$ cat src/include/rpc_pkg.sv
// Shared constants and types of the receive packet classifier
package rpc_pkg;
	localparam logic [7:0] OFS_IP_FIRST = 8'h38;
	localparam logic [7:0] OFS_IP_SECOND = 8'h3C;
	localparam logic [7:0] OFS_MAC_LOW = 8'h40;
	localparam logic [7:0] OFS_CTL = 8'h44;
	localparam logic [7:0] OFS_PW_PORTS = 8'h48;
	localparam logic [7:0] OFS_ID_MASK = 8'h50;
	localparam logic [7:0] OFS_CPU_ETYPE = 8'h54;
	localparam logic [7:0] OFS_IP_THIRD = 8'h58;
	localparam logic [7:0] OFS_BUNDLE = 8'h80;
	localparam logic [7:0] OFS_STATUS = 8'h84;
	localparam int CTL_ID_SEL = 27;
	localparam int CTL_PSEL_LO = 25;
	localparam int CTL_SW0 = 16;
	localparam int FIELD_HI_LO = 16;
	localparam logic [31:0] CTL_WMASK = 32'h1FFF_FFFF;
	localparam logic [15:0] RST_PW_PORT = 16'h085E;
	localparam logic [15:0] RST_CPU_ETYPE = 16'h0800;
	localparam logic [31:0] RST_BUNDLE_CFG = 32'h0001_FFFF;
	localparam logic [15:0] ET_IP = 16'h0800;
	localparam logic [15:0] ET_ARP = 16'h0806;
	localparam logic [15:0] ET_MPLS = 16'h8847;
	localparam logic [7:0] PROTO_UDP = 8'h11;
	localparam logic [7:0] PROTO_L2TP = 8'h73;
	localparam logic [4:0] W_DMAC0 = 5'h00;
	localparam logic [4:0] W_DMAC1 = 5'h01;
	localparam logic [4:0] W_DMAC2 = 5'h02;
	localparam logic [4:0] W_ETYPE = 5'h06;
	localparam logic [4:0] W_PROTO = 5'h0B;
	localparam logic [4:0] W_IPDST_HI = 5'h0F;
	localparam logic [4:0] W_IPDST_LO = 5'h10;
	localparam logic [4:0] W_SPORT = 5'h11;
	localparam logic [4:0] W_DPORT = 5'h12;
	localparam logic [4:0] W_TPA_HI = 5'h13;
	localparam logic [4:0] W_TPA_LO = 5'h14;
	localparam logic [1:0] PSEL_SRC = 2'h1;
	localparam logic [1:0] PSEL_DST = 2'h2;
	localparam logic [1:0] ACT_DROP = 2'h0;
	localparam logic [1:0] ACT_CPU = 2'h1;
	localparam logic [1:0] ACT_BUNDLE = 2'h2;
	typedef enum logic [3:0] {
		RSN_BUNDLE = 4'h0, RSN_CPU_ETYPE = 4'h1, RSN_OAM = 4'h2, RSN_UNK_BUNDLE = 4'h3,
		RSN_UDP_PORT = 4'h4, RSN_IP_PROTO = 4'h5, RSN_ARP_HIT = 4'h6, RSN_OTHER_ETYPE = 4'h7,
		RSN_IP_MISS = 4'h8, RSN_ARP_MISS = 4'h9, RSN_MAC_MISS = 4'hA, RSN_MPLS = 4'hB,
		RSN_L2TP = 4'hC
	} rpc_reason_t;
	localparam int VD_W = 22;
	localparam int FIFO_DEPTH = 16;
	typedef enum logic [1:0] {RPC_IDLE = 2'b00, RPC_BODY = 2'b01, RPC_DECIDE = 2'b11} rpc_state_t;
endpackage : rpc_pkg

$ cat src/logic/rpc_classifier.sv
// Receive packet classifier with filter registers and verdict output
// Overview of operation
// - Compare IPv4 destination of Ethernet packets with first own address.
// - Second programmable IPv4 address also counts as own address.
// - Station MAC is low word register plus low half of control.
// - Location bit picks bundle id from UDP source (0) or destination (1).
// - Port check select: 00 off, 01 source port, 10 destination, 11 reserved.
// - CPU ethertype packets: switch 0 to CPU, 1 discard.
// - Pseudowire OAM packets: switch 0 to CPU, 1 discard.
// - Unknown bundle identifier: switch 0 to CPU, 1 discard.
// - Checked UDP port matching neither value: switch 0 CPU, 1 discard.
// - IP protocol neither UDP nor L2TPv3: switch 0 CPU, 1 discard.
// - ARP target matching own address: switch 0 CPU, 1 discard.
// - Ethertype not IP, MPLS or ARP: switch 0 CPU, 1 discard.
// - IP destination matching no own address: switch 0 CPU, 1 discard.
// - ARP target matching no own address: switch 0 CPU, 1 discard.
// - Two 16-bit pseudowire port values, both resetting to 085E hex.
// - Bundle id width mask selects identifier bits of the chosen port.
//
// Strobed register access was chosen for this implementation.
`timescale 1ns/1ps
module rpc_classifier
	import rpc_pkg::*;
#(
	parameter int DEPTH = FIFO_DEPTH
) (
	input wire logic clk,
	input wire logic rst,
	input wire logic [7:0] reg_addr,
	input wire logic [31:0] reg_wdata,
	input wire logic reg_wr,
	input wire logic reg_rd,
	output logic [31:0] reg_rdata,
	input wire logic rx_valid,
	input wire logic [15:0] rx_data,
	input wire logic rx_sop,
	input wire logic rx_eop,
	output logic rx_ready,
	output logic vd_valid,
	output logic [VD_W-1:0] vd_data,
	input wire logic vd_ready
);
	if (DEPTH < 2) begin : g_chk
		$error("rpc_classifier needs a verdict FIFO of at least two words");
	end

	typedef struct packed {
		rpc_state_t fsm;
		logic [4:0] wcnt;
		logic rx_ready;
		logic [31:0] ip1;
		logic [31:0] ip2;
		logic [31:0] ip3;
		logic [31:0] mac_low;
		logic [31:0] ctl;
		logic [31:0] pw_ports;
		logic [31:0] bundle_cfg;
		logic [15:0] id_mask;
		logic [15:0] cpu_etype;
		logic [47:0] dmac;
		logic [15:0] etype;
		logic [15:0] sport;
		logic [15:0] dport;
		logic [7:0] proto;
		logic [31:0] addr;
		logic [7:0] cnt_bundle;
		logic [7:0] cnt_cpu;
		logic [7:0] cnt_drop;
		logic [31:0] rdata;
		logic vd_valid;
		logic [VD_W-1:0] vd_data;
	} rpc_top_state_t;

	rpc_top_state_t st;
	rpc_top_state_t next_st;

	function automatic logic [1:0] rpc_sw(input logic sw);
		return sw ? ACT_DROP : ACT_CPU;
	endfunction : rpc_sw

	logic [47:0] station_mac;
	logic mac_ok;
	logic is_ip;
	logic is_arp;
	logic is_mpls;
	logic ip_hit;
	logic port_hit;
	logic port_chk;
	logic [1:0] psel;
	logic [15:0] port_key;
	logic [15:0] bundle_id;
	logic [1:0] act;
	rpc_reason_t rsn;
	logic [VD_W-1:0] verdict;
	logic push;
	logic fifo_in_ready;
	logic fifo_out_valid;
	logic fifo_out_ready;
	logic [VD_W-1:0] fifo_out_data;
	logic acc;
	logic [4:0] idx;

	assign station_mac = {st.ctl[15:0], st.mac_low};
	assign mac_ok = (st.dmac == station_mac) || (&st.dmac);
	assign is_ip = (st.etype == ET_IP);
	assign is_arp = (st.etype == ET_ARP);
	assign is_mpls = (st.etype == ET_MPLS);
	assign psel = st.ctl[CTL_PSEL_LO +: 2];
	assign port_chk = (psel == PSEL_SRC) || (psel == PSEL_DST);
	assign port_key = (psel == PSEL_SRC) ? st.sport : st.dport;
	assign bundle_id = (st.ctl[CTL_ID_SEL] ? st.dport : st.sport) & st.id_mask;
	assign push = (st.fsm == RPC_DECIDE) && fifo_in_ready;
	assign verdict = {act, rsn, bundle_id};
	assign fifo_out_ready = !st.vd_valid || vd_ready;
	assign acc = rx_valid && st.rx_ready;
	assign idx = (st.fsm == RPC_IDLE) ? W_DMAC0 : st.wcnt;

	// Own addresses: first, second and third
	rpc_match #(
		.W(32),
		.N(3)
	) u_ip_match (
		.key(st.addr),
		.values({st.ip3, st.ip2, st.ip1}),
		.hit(ip_hit)
	);

	// Pseudowire UDP port values
	rpc_match #(
		.W(16),
		.N(2)
	) u_port_match (
		.key(port_key),
		.values(st.pw_ports),
		.hit(port_hit)
	);

	rpc_fifo #(
		.WIDTH(VD_W),
		.DEPTH(DEPTH)
	) u_fifo (
		.clk(clk),
		.rst(rst),
		.in_valid(push),
		.in_ready(fifo_in_ready),
		.in_data(verdict),
		.out_valid(fifo_out_valid),
		.out_ready(fifo_out_ready),
		.out_data(fifo_out_data)
	);

	// Classification of the captured header
	always_comb begin
		act = ACT_CPU;
		rsn = RSN_MPLS;
		if (!mac_ok) begin
			act = ACT_DROP;
			rsn = RSN_MAC_MISS;
		end else if (is_arp) begin
			if (ip_hit) begin
				act = rpc_sw(st.ctl[CTL_SW0 + 3]);
				rsn = RSN_ARP_HIT;
			end else begin
				act = rpc_sw(st.ctl[CTL_SW0]);
				rsn = RSN_ARP_MISS;
			end
		end else if (is_mpls) begin
			act = ACT_CPU;
			rsn = RSN_MPLS;
		end else if (!is_ip) begin
			if (st.etype == st.cpu_etype) begin
				act = rpc_sw(st.ctl[CTL_SW0 + 8]);
				rsn = RSN_CPU_ETYPE;
			end else begin
				act = rpc_sw(st.ctl[CTL_SW0 + 2]);
				rsn = RSN_OTHER_ETYPE;
			end
		end else if (!ip_hit) begin
			act = rpc_sw(st.ctl[CTL_SW0 + 1]);
			rsn = RSN_IP_MISS;
		end else if (st.proto == PROTO_L2TP) begin
			act = ACT_CPU;
			rsn = RSN_L2TP;
		end else if (st.proto != PROTO_UDP) begin
			act = rpc_sw(st.ctl[CTL_SW0 + 4]);
			rsn = RSN_IP_PROTO;
		end else if (port_chk && !port_hit) begin
			act = rpc_sw(st.ctl[CTL_SW0 + 5]);
			rsn = RSN_UDP_PORT;
		end else if (bundle_id == st.bundle_cfg[15:0]) begin
			act = rpc_sw(st.ctl[CTL_SW0 + 7]);
			rsn = RSN_OAM;
		end else if (bundle_id == st.bundle_cfg[31:16]) begin
			act = ACT_BUNDLE;
			rsn = RSN_BUNDLE;
		end else begin
			act = rpc_sw(st.ctl[CTL_SW0 + 6]);
			rsn = RSN_UNK_BUNDLE;
		end
	end

	always_comb begin
		next_st = st;
		next_st.rdata = '0;
		// Register writes
		if (reg_wr) begin
			case (reg_addr)
				OFS_IP_FIRST: next_st.ip1 = reg_wdata;
				OFS_IP_SECOND: next_st.ip2 = reg_wdata;
				OFS_MAC_LOW: next_st.mac_low = reg_wdata;
				OFS_CTL: next_st.ctl = reg_wdata & CTL_WMASK;
				OFS_PW_PORTS: next_st.pw_ports = reg_wdata;
				OFS_ID_MASK: next_st.id_mask = reg_wdata[31:FIELD_HI_LO];
				OFS_CPU_ETYPE: next_st.cpu_etype = reg_wdata[31:FIELD_HI_LO];
				OFS_IP_THIRD: next_st.ip3 = reg_wdata;
				OFS_BUNDLE: next_st.bundle_cfg = reg_wdata;
				default: ;
			endcase
		end
		// Register reads, data in the following cycle
		if (reg_rd) begin
			case (reg_addr)
				OFS_IP_FIRST: next_st.rdata = st.ip1;
				OFS_IP_SECOND: next_st.rdata = st.ip2;
				OFS_MAC_LOW: next_st.rdata = st.mac_low;
				OFS_CTL: next_st.rdata = st.ctl;
				OFS_PW_PORTS: next_st.rdata = st.pw_ports;
				OFS_ID_MASK: next_st.rdata = {st.id_mask, 16'h0000};
				OFS_CPU_ETYPE: next_st.rdata = {st.cpu_etype, 16'h0000};
				OFS_IP_THIRD: next_st.rdata = st.ip3;
				OFS_BUNDLE: next_st.rdata = st.bundle_cfg;
				OFS_STATUS: next_st.rdata = {8'h00, st.cnt_drop, st.cnt_cpu, st.cnt_bundle};
				default: next_st.rdata = '0;
			endcase
		end
		// Header capture
		if (acc && (st.fsm != RPC_IDLE || rx_sop)) begin
			if (idx != 5'h1F) begin
				next_st.wcnt = 5'(idx + 5'h01);
			end
			case (idx)
				W_DMAC0: begin
					next_st.dmac[47:32] = rx_data;
					next_st.etype = '0;
					next_st.proto = '0;
					next_st.addr = '0;
					next_st.sport = '0;
					next_st.dport = '0;
				end
				W_DMAC1: next_st.dmac[31:16] = rx_data;
				W_DMAC2: next_st.dmac[15:0] = rx_data;
				W_ETYPE: next_st.etype = rx_data;
				W_PROTO: next_st.proto = rx_data[7:0];
				W_IPDST_HI: if (is_ip) next_st.addr[31:16] = rx_data;
				W_IPDST_LO: if (is_ip) next_st.addr[15:0] = rx_data;
				W_SPORT: next_st.sport = rx_data;
				W_DPORT: next_st.dport = rx_data;
				W_TPA_HI: if (is_arp) next_st.addr[31:16] = rx_data;
				W_TPA_LO: if (is_arp) next_st.addr[15:0] = rx_data;
				default: ;
			endcase
		end
		// Packet sequencing
		case (st.fsm)
			RPC_IDLE: begin
				if (acc && rx_sop) begin
					next_st.fsm = rx_eop ? RPC_DECIDE : RPC_BODY;
				end
			end
			RPC_BODY: begin
				if (acc && rx_eop) begin
					next_st.fsm = RPC_DECIDE;
				end
			end
			RPC_DECIDE: begin
				if (fifo_in_ready) begin
					next_st.fsm = RPC_IDLE;
					case (act)
						ACT_BUNDLE: next_st.cnt_bundle = 8'(st.cnt_bundle + 8'h01);
						ACT_CPU: next_st.cnt_cpu = 8'(st.cnt_cpu + 8'h01);
						default: next_st.cnt_drop = 8'(st.cnt_drop + 8'h01);
					endcase
				end
			end
			default: next_st.fsm = RPC_IDLE;
		endcase
		next_st.rx_ready = (next_st.fsm != RPC_DECIDE);
		// Output stage
		if (fifo_out_valid && fifo_out_ready) begin
			next_st.vd_valid = 1'b1;
			next_st.vd_data = fifo_out_data;
		end else if (vd_ready) begin
			next_st.vd_valid = 1'b0;
		end
	end

	always_ff @(posedge clk) begin
		if (rst) begin
			st <= '0;
			st.rx_ready <= 1'b1;
			st.pw_ports <= {RST_PW_PORT, RST_PW_PORT};
			st.cpu_etype <= RST_CPU_ETYPE;
			st.bundle_cfg <= RST_BUNDLE_CFG;
		end else begin
			st <= next_st;
		end
	end

	assign reg_rdata = st.rdata;
	assign rx_ready = st.rx_ready;
	assign vd_valid = st.vd_valid;
	assign vd_data = st.vd_data;
endmodule : rpc_classifier

$ cat src/logic/rpc_match.sv
// Equality match of a key against a packed list of values
`timescale 1ns/1ps
module rpc_match #(
	parameter int W = 32,
	parameter int N = 3
) (
	input wire logic [W-1:0] key,
	input wire logic [N*W-1:0] values,
	output logic hit
);
	logic [N-1:0] eq;
	if (N < 1 || W < 1) begin : g_chk
		$error("rpc_match needs N and W of at least one");
	end
	for (genvar i = 0; i < N; i++) begin : g_eq
		assign eq[i] = (values[i*W +: W] == key);
	end
	assign hit = |eq;
endmodule : rpc_match

$ cat src/logic/rpc_fifo.sv
// Verdict FIFO with valid and ready on both sides
`timescale 1ns/1ps
module rpc_fifo #(
	parameter int WIDTH = 22,
	parameter int DEPTH = 16
) (
	input wire logic clk,
	input wire logic rst,
	input wire logic in_valid,
	output logic in_ready,
	input wire logic [WIDTH-1:0] in_data,
	output logic out_valid,
	input wire logic out_ready,
	output logic [WIDTH-1:0] out_data
);
	localparam int AW = $clog2(DEPTH);
	if (DEPTH < 2 || (1 << AW) != DEPTH) begin : g_chk
		$error("rpc_fifo depth must be a power of two of at least two");
	end
	typedef struct packed {
		logic [DEPTH-1:0][WIDTH-1:0] mem;
		logic [AW:0] wp;
		logic [AW:0] rp;
	} rpc_fifo_state_t;
	rpc_fifo_state_t st;
	rpc_fifo_state_t next_st;
	assign in_ready = ((st.wp ^ st.rp) != {1'b1, {AW{1'b0}}});
	assign out_valid = (st.wp != st.rp);
	assign out_data = st.mem[st.rp[AW-1:0]];
	always_comb begin
		next_st = st;
		if (in_valid && in_ready) begin
			next_st.mem[st.wp[AW-1:0]] = in_data;
			next_st.wp = st.wp + 1'b1;
		end
		if (out_valid && out_ready) begin
			next_st.rp = st.rp + 1'b1;
		end
	end
	always_ff @(posedge clk) begin
		if (rst) begin
			st <= '0;
		end else begin
			st <= next_st;
		end
	end
endmodule : rpc_fifo

$ cat config.mk
export PLATFORM = sky130hd
export DESIGN_NAME = rpc_classifier
export DESIGN_NICKNAME = d
export VERILOG_FILES = /design/src/include/rpc_pkg.sv /design/src/logic/rpc_classifier.sv /design/src/logic/rpc_match.sv /design/src/logic/rpc_fifo.sv
export SDC_FILE = /design/constraint.sdc
export NUM_CORES = 2
export LEC_CHECK = 0
export BUFFER_PORTS_ARGS = -buffer_cell sky130_fd_sc_hd__clkbuf_2
export CORE_MARGIN = 1
export CORE_UTILIZATION = 33
export CTS_CLUSTER_DIAMETER = 200
export DETAILED_ROUTE_END_ITERATION = 7
export PLACE_DENSITY_LB_ADDON = 0.05
export SLEW_MARGIN = 20
export SYNTH_ARGS = -nofsm -noshare
export SYNTH_HDL_FRONTEND = slang
export SYNTH_SLANG_ARGS = --single-unit
$ cat constraint.sdc
create_clock -name clk -period 4.95 [get_ports clk]
set_clock_uncertainty 0.05 [all_clocks]
set_input_delay 0.7425 -clock clk [delete_from_list [all_inputs] [get_ports clk]]
set_output_delay 0.7425 -clock clk [all_outputs]
set_load 0.02 [all_outputs]
Yosys cells after proc, flatten, opt, wreduce, memory -nomap -nowiden

Index checks and enable logic that the tools add are counted.

$add $sub $neg: 6
Multipliers: 0
Div/mod/pow operators: 0
Magnitude comparators: 3
Equal/unequal tests: 48
Shift-type cells: 0
Muxes and demuxes: 57
Bitwise operators: 4
Reduce and logical (&&, ||, !) cells: 52

Operator list:

| cell                   | count |
|---|---|
| $bwmux W352            | 1 |
| $pmux W32 S10          | 1 |
| $eq A32 B32 Y1         | 3 |
| $pmux W16 S2           | 3 |
| $pmux W16 S3           | 2 |
| $bmux W22 S4           | 1 |
| $demux W22 S4          | 1 |
| $eq A16 B16 Y1         | 5 |
| $mux W16               | 4 |
| $eq A8 B7 Y1 const B   | 7 |
| $eq A48 B48 Y1         | 1 |
| $reduce_and A48 Y1     | 1 |
| $mux W22               | 2 |
| $reduce_and A2 Y1      | 17 |
| $eq A16 B12 Y1 const B | 2 |
| $mux W2                | 16 |
| $mux W4                | 7 |
| $eq A5 B5 Y1 const B   | 5 |
| $add A8 B1 Y8 const B  | 3 |
| $and A16 B16 Y16       | 1 |
| $eq A16 B16 Y1 const B | 1 |
| $eq A8 B6 Y1 const B   | 2 |
| $eq A8 B8 Y1 const B   | 2 |
| $pmux W8 S2            | 1 |
| other kinds (30)       | 81 |

Register bits after elaboration: 838
Bits in latches: 0
Bits in writable memories: 0
Memory bits (read-only): 0
Output and inout port bits: 56
Word-level logic and storage cells: 215
Memories: 0

Longest topological paths before layout

Depth after elaboration: 18
Gate-level depth with buffers: 18
Depth with buffers taken out: 15

By module

Synthesis repeated with hierarchy kept, for this count alone.

Cells, all modules: 4313
Area, all modules: 38632.1 µm²

Modules (own cells, without submodules):

| module                   | times used | cells each | area each (µm²) | sequential area each (µm²) |
|---|---|---|---|---|
| rpc_classifier           | 1          | 2642       | 20847.5         | 9529.1 |
| rpc_fifo                 | 1          | 1499       | 16377.0         | 7247.0 |
| rpc_match (u_ip_match)   | 1          | 129        | 1054.8          | 0.0 |
| rpc_match (u_port_match) | 1          | 43         | 352.8           | 0.0 |

Least setup slack after synthesis

OpenSTA, ideal clock, no wires.

Path kind: register -> register
Start point: register st (netlist bit psel[1])
End point: register st[61] in the netlist's numbering
Setup time: 0.128 ns
Arrival: 3.204 ns
Required time: 4.772 ns
Setup slack: 1.569 ns
Cell stages (with the launch flop): 18
Path buffers: 2
Period minus slack after synthesis: 3.381 ns
Cells stage by stage: dfxtp_1 inv_1 ha_1 buf_6 buf_8 mux2i_2 xnor2_1 nor4_1 nand4_1 and3_4 a221oi_2 a22oi_2 or2_2 ha_1 and3_1 nand3_1 xor2_1 nor2_1

Word-level cells in the longest chain between the ends: 18

RTL lines:

| item                                                | line                                         | source |
|---|---|---|
| start, declared                                     | rpc_classifier.sv:74                         | `rpc_top_state_t st;` |
| start signal, assigned                              | rpc_classifier.sv:305                        | `st <= next_st;` |
| $eq A2 B1 Y1                                        | rpc_classifier.sv:109, rpc_classifier.sv:110 |  |
| $mux W16                                            | rpc_classifier.sv:110                        | `assign port_key = (psel == PSEL_SRC) ? st.sport : st.dport;` |
| $eq A16 B16 Y1                                      | rpc_match.sv:16                              | `assign eq[i] = (values[i*W +: W] == key);` |
| $reduce_or A2 Y1                                    | rpc_match.sv:18                              | `assign hit = \|eq;` |
| $logic_not A1 Y1                                    | rpc_classifier.sv:187                        | `end else if (port_chk && !port_hit) begin` |
| $logic_and A1 B1 Y1 *                               | rpc_classifier.sv:187                        |  |
| $mux W2 *                                           | rpc_classifier.sv:187                        |  |
| $mux W2 *                                           | rpc_classifier.sv:184                        | `end else if (st.proto != PROTO_UDP) begin` |
| (+2 left out)                                       | -                                            |  |
| $mux W2 *                                           | rpc_classifier.sv:170                        | `end else if (!is_ip) begin` |
| $mux W2 *                                           | rpc_classifier.sv:167                        | `end else if (is_mpls) begin` |
| $mux W2 *                                           | rpc_classifier.sv:159                        | `end else if (is_arp) begin` |
| $mux W2 *                                           | rpc_classifier.sv:156                        | `if (!mac_ok) begin` |
| $eq A2 B1 Y1 / $eq A2 B2 Y1 (equally long branches) | rpc_classifier.sv:278                        | `case (act)` |
| $reduce_or A2 Y1 (no line) *                        | -                                            |  |
| $not A1 Y1 (no line) *                              | -                                            |  |
| $reduce_and A3 Y1 (no line) *                       | -                                            |  |

Mark *: on every way between the ends. The rest lies on a longest branch, timed or not.
A chain may end at the register's enable or synchronous reset.

Final worst setup path

Start point: register st[338] in the netlist's numbering
End point: register st[59] in the netlist's numbering

Word-level cells in the longest chain between the ends: 17

RTL lines:

| item                                                | line                  | source |
|---|---|---|
| $mux W16 *                                          | rpc_classifier.sv:111 | `assign bundle_id = (st.ctl[CTL_ID_SEL] ? st.dport : st.sport) & st.id_mask;` |
| $and A16 B16 Y16 *                                  | rpc_classifier.sv:111 |  |
| $eq A16 B16 Y1                                      | rpc_classifier.sv:193 | `end else if (bundle_id == st.bundle_cfg[31:16]) begin` |
| $mux W2                                             | rpc_classifier.sv:193 |  |
| $mux W2 *                                           | rpc_classifier.sv:190 | `end else if (bundle_id == st.bundle_cfg[15:0]) begin` |
| $mux W2 *                                           | rpc_classifier.sv:187 |  |
| $mux W2 *                                           | rpc_classifier.sv:184 |  |
| $mux W2 *                                           | rpc_classifier.sv:181 | `end else if (st.proto == PROTO_L2TP) begin` |
| $mux W2 *                                           | rpc_classifier.sv:178 | `end else if (!ip_hit) begin` |
| $mux W2 *                                           | rpc_classifier.sv:170 |  |
| $mux W2 *                                           | rpc_classifier.sv:167 |  |
| $mux W2 *                                           | rpc_classifier.sv:159 |  |
| $mux W2 *                                           | rpc_classifier.sv:156 |  |
| $eq A2 B1 Y1 / $eq A2 B2 Y1 (equally long branches) | rpc_classifier.sv:278 |  |
| $reduce_or A2 Y1 (no line) *                        | -                     |  |
| $not A1 Y1 (no line) *                              | -                     |  |
| $reduce_and A3 Y1 (no line) *                       | -                     |  |

Marks and branches as above.

==> results.sh <==
export IMPL_status="complete, no violations"
export IMPL_num_io_pins=120
export IMPL_ctsResizeCount=0
export IMPL_vias=33048
export IMPL_placed_cells=5793
export IMPL_clock_root_buffer="clkbuf_16"
export IMPL_synth_flop_cell="dfxtp_1"
export IMPL_p_per_area_nw_per_um2=356
export IMPL_core_sq_um=113000
export IMPL_drive_gt1_share_pct=12.7
export IMPL_hold_ws_ps=399
export IMPL_post_drt_wl_per_cell_um=28.1
export IMPL_ys_warn_count=0
export IMPL_critPathMaxFanout=17
export IMPL_cts_hold_buf=0
export IMPL_total_power_mw=15.2
export IMPL_finalCriticalPeriod_ps=4300
export IMPL_rsz0062_at_grt="false"
export IMPL_post_cts_buffers=0
export IMPL_num_fill_cells=11620
export IMPL_cts_sinks=838
export IMPL_die_y_um=340
export IMPL_cts_htree_levels=3
export IMPL_drv_slew=0
export IMPL_routed_wl_mm=168
export IMPL_area_growth_pct=13.2
export IMPL_grt_pass1_wl_mm=237
export IMPL_netlist_instances=4490
export IMPL_start_util_pct=33.4
export IMPL_setup_viol=0
export IMPL_peakVddDrop_mv=0.230
export IMPL_cp_end_kind="register"
export IMPL_hold_violations=0
export IMPL_yosys_area_top_type="dfxtp_1"
export IMPL_yosys_top_cells_count="nand2_1, dfxtp_1, a21oi_1"
export IMPL_synth_seq_cells=838
export IMPL_syn_mean_instance_area_sq_um=8.39
export IMPL_ant_nets=0
export IMPL_start_kind="register"
export IMPL_path_class="reg -> reg"
export IMPL_grt_overflow=0
export IMPL_relSlewSlack_pct=23.8
export IMPL_cts_tree="built"
export IMPL_hold_class="reg -> reg"
export IMPL_grt_max_degree=130
export IMPL_ys_top_cells_by_area="dfxtp_1, nand2_1, a21oi_1, mux4_2, clkbuf_1"
export IMPL_synth_top_area_share_pct=44.6
export IMPL_dp_hpwl_mm=112
export IMPL_yosys_cell_types_count=68
export IMPL_dr_pass1_iters=6
export IMPL_p_leak_nw=14.5
export IMPL_gp_routability_congestion=0.950
export IMPL_tightest_slew_ps=1140
export IMPL_ys_seq_area_share_pct=44.6
export IMPL_path_clk_slew_ps=60
export IMPL_rows=123
export IMPL_fin_nets=4478
export IMPL_max_freq_ghz=0.233
export IMPL_die_area_sq_um=115000
export IMPL_grt_usage_pct=28.3
export IMPL_fin_tns_setup_ps=0
export IMPL_arrival_ps=4800
export IMPL_drv_cap=0
export IMPL_port_buffers=119
export IMPL_synth_edf_count=0
export IMPL_fin_cells=5981
export IMPL_clk_latency_ps=700
export IMPL_crit_required_ps=5460
export IMPL_syn_area_sq_um=37700
export IMPL_fin_crit_sh_pct=86.9
export IMPL_synthArstFlopShare_pct=0
export IMPL_synth_fp_nets=4571
export IMPL_die_w_um=340
export IMPL_synth_most_common_cell="nand2_1"
export IMPL_antenna_found_initial=6
export IMPL_grt_pass1_vias=30429
export IMPL_cts_buffers=101
export IMPL_clk_path_buf_depth=3
export IMPL_post_route_util_pct=37.8
export IMPL_initialDrtViolationCount=3395
export IMPL_drcViolationCount=0
export IMPL_avgViaCountPerCell=5.53
-- critical path, stage by stage (launching register included) --
cell and delay [ps]:
dfxtp_1 330, buf_4 230, mux2i_1 170, nor2_2 750, xnor2_1 200, nand4_1 130, nor4_2 750, o311ai_1 220
a22oi_2 340, or2_2 190, ha_1 270, and3_1 210, nand3_1 100, xor2_1 160, nor2_1 50
-- state kept, by name, summed over array words and instances, names as in the netlist --
register and flops:
st 418, psel 2, rx_ready 1, vd_data 22, reg_rdata 32, u_fifo.st 362
vd_valid 1
-- stage by stage --
| stage | instance area [sq um] | setup slack, ps |
|---|---|---|
| finish | 42600 | 650 |
| global route | 42600 | 431 |
| CTS | 42600 | 749 |
| detailed placement | 39300 | 785 |
| global placement | 39300 | 803 |
| floorplan | 37700 | 1570 |
-- routing by layer --
layer	wire length [um]	vias to the layer above	global-route usage (%)
met5	13	-	0
met4	3180	2	6.52
met3	13200	155	5.52
met2	70100	1233	40.3
met1	81300	16486	43.3
li1	-	15172	-
-- power breakdown --
| group | internal, mW | switching [mW] |
|---|---|---|
| logic | 0.228 | 0.635 |
| registers | 6.77 | 0.0247 |
| clock network | 4.43 | 3.09 |
-- layout by cell type (no fill, tap or decap), drive strengths merged, types with 25 or more instances in the layout --
cell / instances
xor2: 118
nor4: 43
dfxtp: 838
a221oi: 39
a31oi: 32
nand4: 54
clkbuf: 285
nand3: 157
xnor2: 133
mux4: 110
nand3b: 78
nand2: 1220
o21ai: 64
mux2i: 68
a22o: 37
a211oi: 36
a22oi: 65
nor2: 160
nor3: 25
and3: 29
buf: 121
a21oi: 625
-- cells by family (layout without fill, tap and decap cells) --
kind of cell    count (synthesis)  count (layout)  share of synthesized area (%)
compound gates                927             927                           14.3
flops                         838             838                           44.6
mux                           178             178                           8.46
other cells                     0               1                              0
fa+ha+maj                      17              17                          0.565
xor+xnor                      251             251                           5.84
buf+inv                       455             445                           5.30
simple gates                 1824            1824                           21.0
-- cell type report --
| cell class | instances | area, sq um | share of cell area [%] |
|---|---|---|---|
| clock buffer | 167 | 3120 | 7.31 |
| sequential | 838 | 16800 | 39.4 |
| clock inverter | 19 | 196 | 0.461 |
| multi-input combinational | 3197 | 19000 | 44.5 |
| tap | 1500 | 1880 | 4.40 |
| antenna | 1 | 2.50 | 0.00587 |
| inverter | 20 | 75.1 | 0.176 |
| timing repair buffer | 239 | 1600 | 3.76 |
-- path summary, 6_finish.rpt --
| kind | from | endpoint | slack, ps | cells past startpoint |
|---|---|---|---|---|
| setup / recovery | st[338] | st[59] | 650 | 14 |
| hold / removal | u_fifo.st[75] | u_fifo.st[75] | 400 | 2 |
| setup reg to reg | st[338] | st[59] | 650 | 14 |
| hold reg to reg | u_fifo.st[75] | u_fifo.st[75] | 400 | 2 |
Note: power is estimated with default switching activity, not from simulation.
